<file path="src/rtl/sp0_pkg.sv">
// serial port zero package: register map, field positions, timing counts and state types
// Summary of operation
// - control bit 7 is upper mode bit or sticky framing-error flag, per select bit
// - mode bits pick sync 8-bit, async 10-bit variable, 11-bit fixed, 11-bit variable
// - modes 2/3 with multiprocessor enable: no receive-done when ninth bit is 0
// - mode 1 with multiprocessor enable: no receive-done without a valid stop bit
// - mode 0: multiprocessor enable picks shift clock oscillator/12 or oscillator/4
// - reception starts only while the receive enable bit is 1; clearing it aborts async frames, mode 0 receive runs on
// - modes 2/3 send the software ninth-bit value as the ninth data bit
// - received ninth bit: ninth bit in modes 2/3, stop bit in mode 1
// - transmit-done set after bit 8 in mode 0, else at stop start; software clears
// - receive-done set after bit 8 in mode 0, else mid stop; software clears
// - data buffer address reads receive buffer and writes transmit buffer
// - serial interrupt needs port enable and global enable; power-fail is never gated
// - set mask bits take part in the address compare; all-zero mask matches anything
package sp0_pkg;

    // register indices; byte address on the bus is four times the index
    localparam logic [7:0] IDX_SERIAL_CONTROL = 8'h98;
    localparam logic [7:0] IDX_SERIAL_DATA_BUFFER = 8'h99;
    localparam logic [7:0] IDX_INTERRUPT_ENABLE = 8'hA8;
    localparam logic [7:0] IDX_SLAVE_MATCH_ADDRESS = 8'hA9;
    localparam logic [7:0] IDX_ADDRESS_MASK = 8'hB9;
    localparam logic [7:0] IDX_PORT_CONFIG = 8'hE0;
    localparam logic [7:0] IDX_BAUD_DIVISOR = 8'hE1;

    // serial control field positions
    localparam int CTL_MODE_HI = 7;
    localparam int CTL_MODE_LO = 6;
    localparam int CTL_MULTIPROC = 5;
    localparam int CTL_RX_EN = 4;
    localparam int CTL_TX_NINTH = 3;
    localparam int CTL_RX_NINTH = 2;
    localparam int CTL_TX_DONE = 1;
    localparam int CTL_RX_DONE = 0;

    // interrupt enable and port config field positions
    localparam int IE_GLOBAL = 7;
    localparam int IE_SERIAL = 4;
    localparam int CFG_FRAME_ERR_SELECT = 0;
    localparam int CFG_DOUBLE_RATE = 1;

    // reset values
    localparam logic [7:0] RST_BYTE = 8'h00;
    localparam logic [1:0] RST_CFG = 2'h0;

    // clock counts: mode 0 half bit times, mode 2 oversample tick periods
    localparam logic [7:0] M0_SLOW_HALF = 8'h06;
    localparam logic [7:0] M0_FAST_HALF = 8'h02;
    localparam logic [7:0] M2_TICK_NORMAL = 8'h04;
    localparam logic [7:0] M2_TICK_DOUBLE = 8'h02;
    localparam logic [3:0] OVERSAMPLE_LAST = 4'hF;
    localparam logic [3:0] OVERSAMPLE_MID = 4'h7;
    localparam logic [4:0] M0_HALF_LAST = 5'h0F;
    localparam logic [4:0] M0_HALF_WAIT = 5'h1F; // wraps to half 0 on the first tick
    localparam logic [3:0] FRAME_LEN_10 = 4'hA;
    localparam logic [3:0] FRAME_LEN_11 = 4'hB;

    // serial modes
    typedef enum logic [1:0] {
        MODE_SYNC8 = 2'b00,
        MODE_ASYNC10 = 2'b01,
        MODE_ASYNC11_FIXED = 2'b10,
        MODE_ASYNC11_VAR = 2'b11
    } sp0_mode_type;

    // asynchronous receive states
    typedef enum logic [1:0] {
        RX_IDLE = 2'b00,
        RX_START = 2'b01,
        RX_BITS = 2'b10,
        RX_STOP = 2'b11
    } sp0_rx_state_type;

    // tick generator state
    typedef struct packed {
        logic [7:0] cnt;
        logic tick;
    } sp0_tick_state_type;

    // whole state of the port
    typedef struct packed {
        logic mode_hi;
        logic mode_lo;
        logic multiproc_enable;
        logic rx_en;
        logic tx_ninth_bit;
        logic rx_ninth_bit;
        logic tx_done_flag;
        logic rx_done_flag;
        logic frame_err;
        logic [7:0] rx_buf;
        logic [7:0] interrupt_enable;
        logic [7:0] slave_match_address;
        logic [7:0] address_mask;
        logic [1:0] cfg;
        logic [7:0] baud_div;
        logic [31:0] rd_data;
        logic ack;
        logic rxd_s1;
        logic rxd_s2;
        logic rxd_prev;
        logic pf_s1;
        logic pf_s2;
        logic tx_busy;
        logic [10:0] tx_shift;
        logic [3:0] tx_left;
        logic [3:0] tx_sub;
        sp0_rx_state_type rx_st;
        logic [3:0] rx_sub;
        logic [3:0] rx_cnt;
        logic [8:0] rx_shift;
        logic m0_busy;
        logic m0_is_rx;
        logic [4:0] m0_half;
        logic [7:0] m0_shift;
    } sp0_state_type;

endpackage

</file>
<file path="src/rtl/sp0_serial_port.sv">
// serial port zero with address match, reached over a classic wishbone slave
`timescale 1ns/100ps
module sp0_serial_port (
    input wire logic clk_i,
    input wire logic rst_i,
    input wire logic cyc_i,
    input wire logic stb_i,
    input wire logic we_i,
    input wire logic [9:0] adr_i,
    input wire logic [3:0] sel_i,
    input wire logic [31:0] dat_i,
    output logic [31:0] dat_o,
    output logic ack_o,
    input wire logic rxd_i,
    output logic rxd_o,
    output logic rxd_oe_o,
    output logic txd_o,
    input wire logic powerfail_irq_i,
    output logic serial_irq_o,
    output logic powerfail_irq_o
);

    sp0_pkg::sp0_state_type s_r;
    sp0_pkg::sp0_state_type s_nxt;
    logic tick;
    logic [7:0] idx;
    logic wr;
    logic serial_data_buffer_wr;
    logic [1:0] mode;
    logic [7:0] rx_data;
    logic rx_ninth;
    logic stop_bit;
    logic addr_ok;
    logic accept;
    logic [8:0] shifted;

    assign mode = {s_r.mode_hi, s_r.mode_lo};
    assign idx = adr_i[9:2];

    sp0_tick_gen sp0_tick_gen_i (
        .clk_i(clk_i),
        .rst_i(rst_i),
        .mode_i(mode),
        .fast_i(s_r.multiproc_enable),
        .double_rate_i(s_r.cfg[sp0_pkg::CFG_DOUBLE_RATE]),
        .baud_div_i(s_r.baud_div),
        .tick_o(tick)
    );

    // bus strobes: a write lands on the edge where the master sees ack
    assign wr = cyc_i & stb_i & we_i & s_r.ack & sel_i[0];
    assign serial_data_buffer_wr = wr & (idx == sp0_pkg::IDX_SERIAL_DATA_BUFFER);

    // stop-bit evaluation terms of the asynchronous receiver
    always_comb begin
        shifted = {s_r.rxd_s2, s_r.rx_shift[8:1]};
        stop_bit = s_r.rxd_s2;
        rx_data = mode[1] ? s_r.rx_shift[7:0] : s_r.rx_shift[8:1];
        rx_ninth = mode[1] ? s_r.rx_shift[8] : stop_bit;
        addr_ok = ((rx_data ^ s_r.slave_match_address) & s_r.address_mask) == 8'h00;
        accept = 1'b1;
        if (s_r.multiproc_enable) begin
            if (mode[1]) begin
                accept = rx_ninth & addr_ok;
            end else begin
                accept = stop_bit;
            end
        end
    end

    // next state: bus, synchronisers, transmitter, receivers
    always_comb begin
        s_nxt = s_r;
        // pin synchronisers; the first stage feeds only the second
        s_nxt.rxd_s1 = rxd_i;
        s_nxt.rxd_s2 = s_r.rxd_s1;
        s_nxt.rxd_prev = s_r.rxd_s2;
        s_nxt.pf_s1 = powerfail_irq_i;
        s_nxt.pf_s2 = s_r.pf_s1;

        // wishbone answer one cycle after the request, dropped the next cycle
        s_nxt.ack = cyc_i & stb_i & ~s_r.ack;
        if (cyc_i & stb_i & ~s_r.ack) begin
            case (idx)
                sp0_pkg::IDX_SERIAL_CONTROL: s_nxt.rd_data = {24'h000000,
                    (s_r.cfg[sp0_pkg::CFG_FRAME_ERR_SELECT] ? s_r.frame_err : s_r.mode_hi),
                    s_r.mode_lo, s_r.multiproc_enable, s_r.rx_en, s_r.tx_ninth_bit,
                    s_r.rx_ninth_bit, s_r.tx_done_flag, s_r.rx_done_flag};
                sp0_pkg::IDX_SERIAL_DATA_BUFFER: s_nxt.rd_data = {24'h000000, s_r.rx_buf};
                sp0_pkg::IDX_INTERRUPT_ENABLE: s_nxt.rd_data = {24'h000000, s_r.interrupt_enable};
                sp0_pkg::IDX_SLAVE_MATCH_ADDRESS: s_nxt.rd_data = {24'h000000, s_r.slave_match_address};
                sp0_pkg::IDX_ADDRESS_MASK: s_nxt.rd_data = {24'h000000, s_r.address_mask};
                sp0_pkg::IDX_PORT_CONFIG: s_nxt.rd_data = {30'h00000000, s_r.cfg};
                sp0_pkg::IDX_BAUD_DIVISOR: s_nxt.rd_data = {24'h000000, s_r.baud_div};
                default: s_nxt.rd_data = 32'h00000000;
            endcase
        end

        // software register writes; hardware sets further down win over clears
        if (wr) begin
            case (idx)
                sp0_pkg::IDX_SERIAL_CONTROL: begin
                    if (s_r.cfg[sp0_pkg::CFG_FRAME_ERR_SELECT]) begin
                        s_nxt.frame_err = dat_i[sp0_pkg::CTL_MODE_HI];
                    end else begin
                        s_nxt.mode_hi = dat_i[sp0_pkg::CTL_MODE_HI];
                    end
                    s_nxt.mode_lo = dat_i[sp0_pkg::CTL_MODE_LO];
                    s_nxt.multiproc_enable = dat_i[sp0_pkg::CTL_MULTIPROC];
                    s_nxt.rx_en = dat_i[sp0_pkg::CTL_RX_EN];
                    s_nxt.tx_ninth_bit = dat_i[sp0_pkg::CTL_TX_NINTH];
                    s_nxt.rx_ninth_bit = dat_i[sp0_pkg::CTL_RX_NINTH];
                    s_nxt.tx_done_flag = dat_i[sp0_pkg::CTL_TX_DONE];
                    s_nxt.rx_done_flag = dat_i[sp0_pkg::CTL_RX_DONE];
                end
                sp0_pkg::IDX_INTERRUPT_ENABLE: s_nxt.interrupt_enable = dat_i[7:0];
                sp0_pkg::IDX_SLAVE_MATCH_ADDRESS: s_nxt.slave_match_address = dat_i[7:0];
                sp0_pkg::IDX_ADDRESS_MASK: s_nxt.address_mask = dat_i[7:0];
                sp0_pkg::IDX_PORT_CONFIG: s_nxt.cfg = dat_i[1:0];
                sp0_pkg::IDX_BAUD_DIVISOR: s_nxt.baud_div = dat_i[7:0];
                default: ;
            endcase
        end

        // transmit buffer write starts a frame in the current mode
        if (serial_data_buffer_wr) begin
            if (mode == sp0_pkg::MODE_SYNC8) begin
                if (!s_r.m0_busy) begin
                    s_nxt.m0_busy = 1'b1;
                    s_nxt.m0_is_rx = 1'b0;
                    s_nxt.m0_half = sp0_pkg::M0_HALF_WAIT; // align to a tick so the first low half is full
                    s_nxt.m0_shift = dat_i[7:0];
                end
            end else begin
                s_nxt.tx_busy = 1'b1;
                s_nxt.tx_sub = 4'h0;
                if (mode[1]) begin
                    s_nxt.tx_shift = {1'b1, s_r.tx_ninth_bit, dat_i[7:0], 1'b0};
                    s_nxt.tx_left = sp0_pkg::FRAME_LEN_11;
                end else begin
                    s_nxt.tx_shift = {2'b11, dat_i[7:0], 1'b0};
                    s_nxt.tx_left = sp0_pkg::FRAME_LEN_10;
                end
            end
        end else if (s_r.tx_busy && tick) begin
            // asynchronous transmitter: sixteen ticks per bit
            s_nxt.tx_sub = s_r.tx_sub + 4'h1;
            if (s_r.tx_sub == sp0_pkg::OVERSAMPLE_LAST) begin
                s_nxt.tx_shift = {1'b1, s_r.tx_shift[10:1]};
                s_nxt.tx_left = s_r.tx_left - 4'h1;
                if (s_r.tx_left == 4'h2) begin
                    s_nxt.tx_done_flag = 1'b1;
                end
                if (s_r.tx_left == 4'h1) begin
                    s_nxt.tx_busy = 1'b0;
                end
            end
        end

        // mode 0 receive starts when enabled and the previous byte was taken
        if (mode == sp0_pkg::MODE_SYNC8 && !s_r.m0_busy && !serial_data_buffer_wr
            && s_r.rx_en && !s_r.rx_done_flag) begin
            s_nxt.m0_busy = 1'b1;
            s_nxt.m0_is_rx = 1'b1;
            s_nxt.m0_half = sp0_pkg::M0_HALF_WAIT; // align to a tick so the first low half is full
            s_nxt.m0_shift = 8'h00;
        end else if (s_r.m0_busy && tick) begin
            // mode 0 shifter: clock low in even halves, rising at their end
            s_nxt.m0_half = s_r.m0_half + 5'h01;
            if (!s_r.m0_half[0] && s_r.m0_is_rx) begin
                s_nxt.m0_shift = {s_r.rxd_s2, s_r.m0_shift[7:1]};
            end
            if (s_r.m0_half[0] && !s_r.m0_half[4] && !s_r.m0_is_rx) begin
                s_nxt.m0_shift = {1'b0, s_r.m0_shift[7:1]};
            end
            if (s_r.m0_half == sp0_pkg::M0_HALF_LAST) begin
                s_nxt.m0_busy = 1'b0;
                if (s_r.m0_is_rx) begin
                    s_nxt.rx_buf = s_r.m0_shift;
                    s_nxt.rx_done_flag = 1'b1;
                end else begin
                    s_nxt.tx_done_flag = 1'b1;
                end
            end
        end

        // asynchronous receiver, one sample in the middle of each bit
        case (s_r.rx_st)
            sp0_pkg::RX_IDLE: begin
                if (mode != sp0_pkg::MODE_SYNC8 && s_r.rx_en && s_r.rxd_prev && !s_r.rxd_s2) begin
                    s_nxt.rx_st = sp0_pkg::RX_START;
                    s_nxt.rx_sub = 4'h0;
                end
            end
            sp0_pkg::RX_START: begin
                if (tick) begin
                    s_nxt.rx_sub = s_r.rx_sub + 4'h1;
                    if (s_r.rx_sub == sp0_pkg::OVERSAMPLE_MID) begin
                        s_nxt.rx_cnt = 4'h0;
                        s_nxt.rx_st = s_r.rxd_s2 ? sp0_pkg::RX_IDLE : sp0_pkg::RX_BITS;
                    end
                end
            end
            sp0_pkg::RX_BITS: begin
                if (tick) begin
                    s_nxt.rx_sub = s_r.rx_sub + 4'h1;
                    if (s_r.rx_sub == sp0_pkg::OVERSAMPLE_MID) begin
                        s_nxt.rx_shift = shifted;
                        s_nxt.rx_cnt = s_r.rx_cnt + 4'h1;
                        if (s_r.rx_cnt == (mode[1] ? 4'h8 : 4'h7)) begin
                            s_nxt.rx_st = sp0_pkg::RX_STOP;
                        end
                    end
                end
            end
            sp0_pkg::RX_STOP: begin
                if (tick) begin
                    s_nxt.rx_sub = s_r.rx_sub + 4'h1;
                    if (s_r.rx_sub == sp0_pkg::OVERSAMPLE_MID) begin
                        s_nxt.rx_st = sp0_pkg::RX_IDLE;
                        if (!stop_bit) begin
                            s_nxt.frame_err = 1'b1;
                        end
                        if (accept && !s_r.rx_done_flag) begin
                            s_nxt.rx_buf = rx_data;
                            s_nxt.rx_ninth_bit = rx_ninth;
                            s_nxt.rx_done_flag = 1'b1;
                        end
                    end
                end
            end
            default: s_nxt.rx_st = sp0_pkg::RX_IDLE;
        endcase

        // leaving the receive enable aborts an asynchronous frame in progress; a mode 0 receive runs on
        if (!s_r.rx_en) begin
            s_nxt.rx_st = sp0_pkg::RX_IDLE;
        end
    end

    // state register
    always_ff @(posedge clk_i) begin
        if (rst_i) begin
            s_r <= '0;
            s_r.rxd_s1 <= 1'b1;
            s_r.rxd_s2 <= 1'b1;
            s_r.rxd_prev <= 1'b1;
            s_r.tx_shift <= 11'h7FF;
            s_r.rx_st <= sp0_pkg::RX_IDLE;
        end else begin
            s_r <= s_nxt;
        end
    end

    // outputs
    assign dat_o = s_r.rd_data;
    assign ack_o = s_r.ack;
    assign txd_o = s_r.m0_busy ? s_r.m0_half[0] : (s_r.tx_busy ? s_r.tx_shift[0] : 1'b1);
    assign rxd_o = s_r.m0_shift[0];
    assign rxd_oe_o = s_r.m0_busy & ~s_r.m0_is_rx;
    assign serial_irq_o = s_r.interrupt_enable[sp0_pkg::IE_GLOBAL] & s_r.interrupt_enable[sp0_pkg::IE_SERIAL]
                          & (s_r.tx_done_flag | s_r.rx_done_flag);
    assign powerfail_irq_o = s_r.pf_s2;

endmodule

</file>
<file path="src/rtl/sp0_tick_gen.sv">
// tick generator: half bit ticks in mode 0, sixteen-times oversample ticks otherwise
`timescale 1ns/100ps
module sp0_tick_gen (
    input wire logic clk_i,
    input wire logic rst_i,
    input wire logic [1:0] mode_i,
    input wire logic fast_i,
    input wire logic double_rate_i,
    input wire logic [7:0] baud_div_i,
    output logic tick_o
);

    sp0_pkg::sp0_tick_state_type st_r;
    sp0_pkg::sp0_tick_state_type st_nxt;
    logic [7:0] period;

    // period in clocks per tick for the selected mode
    always_comb begin
        case (mode_i)
            sp0_pkg::MODE_SYNC8: period = fast_i ? sp0_pkg::M0_FAST_HALF : sp0_pkg::M0_SLOW_HALF;
            sp0_pkg::MODE_ASYNC11_FIXED: period = double_rate_i ? sp0_pkg::M2_TICK_DOUBLE
                                                               : sp0_pkg::M2_TICK_NORMAL;
            default: period = baud_div_i + 8'h01;
        endcase
    end

    // free running counter, one tick per period
    always_comb begin
        st_nxt = st_r;
        st_nxt.tick = 1'b0;
        if (st_r.cnt >= period - 8'h01) begin
            st_nxt.cnt = 8'h00;
            st_nxt.tick = 1'b1;
        end else begin
            st_nxt.cnt = st_r.cnt + 8'h01;
        end
    end

    always_ff @(posedge clk_i) begin
        if (rst_i) begin
            st_r <= '0;
        end else begin
            st_r <= st_nxt;
        end
    end

    assign tick_o = st_r.tick;

endmodule

</file>
<file path="config.mk">
export PLATFORM = sky130hd
export DESIGN_NAME = sp0_serial_port
export DESIGN_NICKNAME = d
export VERILOG_FILES = /design/src/rtl/sp0_pkg.sv /design/src/rtl/sp0_serial_port.sv /design/src/rtl/sp0_tick_gen.sv
export SDC_FILE = /design/constraint.sdc
export NUM_CORES = 1
export LEC_CHECK = 0
export ABC_AREA = 1
export BUFFER_PORTS_ARGS = -buffer_cell sky130_fd_sc_hd__buf_2
export CORE_MARGIN = 3
export CORE_UTILIZATION = 58
export CTS_BUF_LIST = sky130_fd_sc_hd__clkbuf_16
export DETAILED_ROUTE_END_ITERATION = 6
export PLACE_DENSITY = 0.9
export SYNTH_ARGS = -nofsm -noshare
export SYNTH_HDL_FRONTEND = slang
export SYNTH_HIERARCHICAL = 1
export SYNTH_SLANG_ARGS = --single-unit
</file>
<file path="constraint.sdc">
create_clock -name clk_i -period 3.4 [get_ports clk_i]
set_clock_uncertainty 0.1 [all_clocks]
set_input_delay 0.51 -clock clk_i [delete_from_list [all_inputs] [get_ports clk_i]]
set_output_delay 0.51 -clock clk_i [all_outputs]
set_load 0.02 [all_outputs]
</file>
==> metrics.cfg, run 1 <==
[worst_setup_path]
critPathTopFamily=simple AND/OR/NAND/NOR gates
crit_buf_inv=4
critPathSlowestCell=dfxtp_1
criticalPathCategory=flop to flop
cp.depth=17
startpoint_type=flop
cp_slowest_stage_delay_ps=440
cp.arrival_ps=3070
path_cells=ha_1, inv_1, nand2_1, nand2_1, ha_1, inv_1, nor3_2, nand3_1, nand2_1, nand2_1, inv_1, ha_1, inv_1, o21bai_1, a21oi_1, nand3b_1, nor2_1
cp.required_ps=3650
path_max_fanout=8
end_kind=flop
rr_worst_depth=17

[global_routing]
grt_first_pass_wirelength_microns=27800
grt_pass1_vias=5920
grt_max_degree=44
antenna_found_initial=0
grt_usage_pct=26.2
grt-ovfl-total=0

[cts]
post_cts_buffers=0
htreeDepth=4
cts.path.max_buffers=2
cts_root_buf=clkbuf_16
cts_buffers=17
cts_resized=0
clock_latency_ps=420
clock-sinks=127
cts_tree=built
hold_buffers=0
clk_pin_slew_worst_paths_ps=60

[die]
die-area_sq_um=13500
die_h_microns=116
die_w_microns=116
ios=91
core_area_sq_um=11600
initial_core_util_pct=60.6
rows=39

[synth]
synth-main-ff-cell=dfxtp_1
async_flop_share_pct=0
yosys-top-cells-area=dfxtp_1 (36%), nand2_1 (11%), inv_1 (7.0%), a21oi_1 (6.5%), o21ai_0 (5.0%)
yosys_warnings=6
synth_cell_types=51
netlist_area_sq_um=7040
yosysTopAreaCellShare_pct=36.1
synth_edf_count=0
syn_avg_cell_area_sq_um=7.05
ys_seq_elements=127
synth_top_cell_by_area=dfxtp_1
postSynthCellCount=998
ys_seq_area_share_pct=36.1

[drt]
drt_wl_total_microns=17100
vias=6522
drtAntennaViolNets=0
dr.pass1.iters=6
drcViolationCount=0
wl_per_cell_microns=14.5
first_iter_violations=511
via_per_inst=5.53

[placed_design]
place_congestion=0.912
dp.cells=1148
io_buffers=37
dpl-instance-area_sq_um=7120
preCtsSetupSlack_ps=589
post-dp-hpwl_microns=12000

[timing]
timing.final.max_slew_violations=0
fin_crit_sh_pct=83.0
timing.slew.headroom_pct=37.9
fin_setup_tns_ps=0
rsz0062_at_grt=no
setup-violations-final=0
hold_viol=0
period_needed_ps=2820
worstMarginPinSlew_ps=925
worst_slack_ps=578
fmax_ghz=0.354

[final_layout]
nFillCells=949
final_nets=1096
syn_to_final_growth_pct=9.14
antennaDiodeCount=0
final_cells=1180
stdcell_area_sq_um=7680
drive_gt1_share_pct=13.6

[power_and_ir_drop]
leakagePower_nw=3.36
ir_worst_vdd_mv=0.323
power_density_nw_per_um2=436

[hold_path]
hold-path-cell-count=2
worst_hold_path_type=input port to flop

[status]
status=finished, final reports clean

[job]
maxCapViolCount=0

==> path summary, 6_finish.rpt <==
path	from	to	slack (ps)
setup reg to reg	s_r[92]	sp0_tick_gen_i/st_r[2]	580
hold / removal	rxd_i	s_nxt[57]	170
hold reg to reg	s_nxt[54]	powerfail_irq_o	300
setup / recovery	s_r[92]	sp0_tick_gen_i/st_r[2]	580
==> Yosys cell counts (2+ instances only) <==
| cell | number |
|---|---|
| dfxtp_1 | 127 |
| inv_1 | 131 |
| nand3_4 | 2 |
| inv_2 | 8 |
| buf_4 | 33 |
| nor2_2 | 14 |
| xor2_1 | 8 |
| buf_2 | 4 |
| nand3_2 | 4 |
| nor4_1 | 2 |
| or2_2 | 3 |
| nor2_1 | 83 |
| nand3_1 | 42 |
| nor3_1 | 21 |
| nor2_4 | 9 |
| nand2_4 | 3 |
| a31oi_1 | 5 |
| nor3_2 | 3 |
| o211ai_1 | 19 |
| o22ai_1 | 12 |
| o21ai_0 | 70 |
| o21ai_2 | 2 |
| buf_6 | 5 |
| o21bai_1 | 2 |
| ha_1 | 19 |
| clkbuf_1 | 14 |
| nand4_1 | 6 |
| o21ai_1 | 10 |
| clkinv_1 | 2 |
| and3_1 | 3 |
| a21oi_1 | 92 |
| o221ai_1 | 2 |
| buf_12 | 2 |
| nand2_1 | 198 |
| xnor2_1 | 3 |
| a211oi_1 | 3 |
| nand2_2 | 18 |
==> sequential cells by signal, indices dropped and copies added (netlist names) <==
register	count
powerfail_irq_o	1
mode	2
sp0_tick_gen_i/tick_o	1
rxd_o	1
s_r	102
s_nxt	2
sp0_tick_gen_i/st_r	8
ack_o	1
stop_bit	1
dat_o	8
==> cells in the final DEF (no fill, tap or decap), drive strengths merged <==
| cell type | instances |
|---|---|
| nor2 | 107 |
| clkinvlp | 3 |
| o31ai | 1 |
| o21bai | 2 |
| dfxtp | 127 |
| o32ai | 1 |
| buf | 43 |
| nand4 | 6 |
| a211oi | 3 |
| conb | 24 |
| a21boi | 2 |
| a31oi | 5 |
| and3 | 3 |
| o211ai | 19 |
| o22ai | 12 |
| nand2 | 219 |
| ha | 19 |
| o221ai | 2 |
| nor4 | 2 |
| nor3 | 24 |
| clkbuf | 17 |
| or2 | 3 |
| a21o | 1 |
| xor2 | 8 |
| nand3 | 48 |
| o21ai | 82 |
| inv | 143 |
| clkinv | 10 |
| bufinv | 2 |
| nand3b | 2 |
| a311oi | 1 |
| xnor2 | 3 |
| a21oi | 93 |
==> power by group <==
group          internal (W)  leakage, nW  switching (W)  total, W
registers           0.00150         1.02     0.00000736   0.00150
logic             0.0000343         2.06      0.0000991  0.000133
clock network       0.00106        0.273       0.000655   0.00171
total               0.00259         3.36       0.000762   0.00335
==> metrics by stage <==
step                total power, W  utilization (%)  hold slack [ps]
CTS                        0.00336             66.1              154
global placement           0.00166             61.3              289
finish                     0.00335             66.1              169
floorplan                  0.00164                -              288
detailed placement         0.00167             61.3              292
global route               0.00345             66.1              169
==> per-layer routing <==
layer  part of all wire (%)  GRT usage, %  vias up
li1                       -             -     3253
met1                     40          32.6     2949
met2                     48          42.8      266
met3                    7.9          5.65       54
met4                    3.6          13.3        0
met5                      0             0        -
==> kinds of logic after synthesis <==
| group | share of synthesized area, % |
|---|---|
| flops | 36.1 |
| fa+ha+maj | 3.38 |
| compound gates | 17.7 |
| buf+inv | 13.7 |
| xor+xnor | 1.37 |
| other cells | 0.0533 |
| simple gates | 27.6 |
==> final cells by class <==
type	instances	area (sq um)	area share, %
multi-input combinational	692	3620	47.1
sequential	127	2540	33.1
inverter	143	544	7.09
clock buffer	17	425	5.54
timing repair buffer	43	243	3.16
tap	143	179	2.33
clock inverter	15	130	1.69
No activity file was read; power rests on OpenSTA's default activity.
==> run 2: changes to the inputs <==
Clock period 3.4 ns to 2.6 ns, I/O delays scaled along.
==> run 2 against run 1 <==
  * Hold slack worse by 120 ps
  * Core utilization is 2.1 points higher
  * Sequential power is 31% higher
==> metrics.cfg, run 2 (synthesized netlist as in run 1, its figures left out) <==
[die]
initial_core_util_pct=60.6  ; unchanged
die-area_sq_um=13500  ; unchanged
core_area_sq_um=11600  ; unchanged
die_w_microns=116  ; unchanged
ios=91  ; unchanged
die_h_microns=116  ; unchanged
rows=39  ; unchanged

[drt]
drcViolationCount=0  ; unchanged
wl_per_cell_microns=15.2  ; +4.7%
vias=6757  ; +3.6%
first_iter_violations=602  ; +18%
drt_wl_total_microns=18100  ; +5.8%
dr.pass1.iters=6  ; unchanged
drtAntennaViolNets=0  ; unchanged
via_per_inst=5.67  ; +2.6%

[cts]
clk_pin_slew_worst_paths_ps=60  ; about the same
cts_root_buf=clkbuf_16
clock_latency_ps=420  ; about the same
cts.path.max_buffers=2  ; unchanged
cts_buffers=17  ; unchanged
cts_tree=built
htreeDepth=4  ; unchanged
hold_buffers=0  ; unchanged
clock-sinks=127  ; unchanged

[worst_setup_path]
path_max_fanout=8  ; unchanged
end_kind=flop
startpoint_type=flop
cp.arrival_ps=2860  ; -210 ps
criticalPathCategory=flop to flop
cp.required_ps=2860  ; -790 ps

[placed_design]
post-dp-hpwl_microns=12100  ; +1.0%
place_congestion=0.914  ; +0.25%
dp.cells=1156  ; +0.70%
io_buffers=37  ; unchanged

[job]
maxCapViolCount=0  ; unchanged

[timing]
rsz0062_at_grt=yes
fmax_ghz=0.385  ; +8.6%
fin_setup_tns_ps=0  ; unchanged
hold_viol=0  ; unchanged
fin_crit_sh_pct=100  ; +17 points
setup-violations-final=0  ; unchanged
timing.final.max_slew_violations=0  ; unchanged
worstMarginPinSlew_ps=947  ; +22.8 ps
period_needed_ps=2600  ; -223 ps
timing.slew.headroom_pct=36.4  ; -1.5 points

[global_routing]
grt_pass1_vias=6084  ; +2.8%
grt-ovfl-total=0  ; unchanged
grt_first_pass_wirelength_microns=28300  ; +1.8%
grt_max_degree=40  ; -9.1%
grt_usage_pct=26.5  ; +0.34 points
antenna_found_initial=0  ; unchanged

[final_layout]
final_cells=1192  ; +1.0%
drive_gt1_share_pct=17.0  ; +3.4 points
final_common_cell=nand2_1
final_cell_mix=nand2_1 (196), inv_1 (129), dfxtp_1 (123)
antennaDiodeCount=0  ; unchanged
largest_reg_flops=102  ; unchanged
regMostFlops=s_r
final_nets=1108  ; +1.1%
nFillCells=897  ; -5.5%
syn_to_final_growth_pct=12.6
finish.utilization_pct=68.2  ; +2.1 points

[power_and_ir_drop]
leakagePower_nw=3.45  ; +2.9%
ir_worst_vdd_mv=0.469  ; +45%
power_density_nw_per_um2=581  ; +33%

[status]
status=finished, final reports clean

[hold_path]
worst_hold_path_type=input port to flop

[run 2: critical path, stage by stage, from the launching register on]
cell      delay [ps]
dfxtp_2          340
ha_4             230
inv_2             40
nand2_2           50
nand2_1           70
ha_2             200
buf_4            110
nand2_1           50
nor2_1           160
inv_1             50
nand2_1           60
inv_1             40
ha_1             190
a21oi_2          210
o21bai_4          90
a21oi_2          150
nand3b_1         120
buf_6            170
nor2_1           100
[run 2: per-stage QoR]
stage	cell area, sq um	setup WS, ps	hold slack (ps)	power [W]
2_1_floorplan	7120	197	288	0.00215
3_3_place_gp	7180	73.4	290	0.00218
3_5_place_dp	7180	-90.6	295	0.00218
4_1_cts	7810	52.5	44.2	0.00459
5_1_grt	7930	-125	50.8	0.00470
6_report	7930	0.256	49.4	0.00460
[run 2: cell type report]
cell class	count	area [sq um]	area share [%]
clock inverter	15	178	2.24
inverter	143	544	6.87
multi-input combinational	692	3710	46.9
clock buffer	17	425	5.37
timing repair buffer	55	337	4.25
sequential	127	2550	32.1
tap	143	179	2.26
[run 2: power breakdown]
part | switching [W] | internal (W) | leakage (nW)
clock network | 0.000863 | 0.00158 | 0.304
logic | 0.000139 | 0.0000517 | 2.12
registers | 0.0000101 | 0.00196 | 1.03
total | 0.00101 | 0.00359 | 3.45
[run 2: path summary, 6_finish.rpt]
path	start	to	slack (ps)	depth (start not counted)
min	rxd_i	s_nxt[57]	50	2
max	s_r[92]	sp0_tick_gen_i/st_r[7]	0.3	18
min reg2reg	s_nxt[57]	stop_bit	310	1
max reg2reg	s_r[92]	sp0_tick_gen_i/st_r[7]	0.3	18
[run 2: routing by layer]
metal	GRT usage (%)	part of all wire (%)
met1	32.7	40
met5	0	0
met3	5.03	7.7
met4	14.3	4.2
met2	43.9	48
[run 2: repair_timing]
item                                    CTS  global route
endpoints found under the setup margin    8             9
buffers inserted                          2             2
pin swaps                                 3             8
resized for setup                         1            28
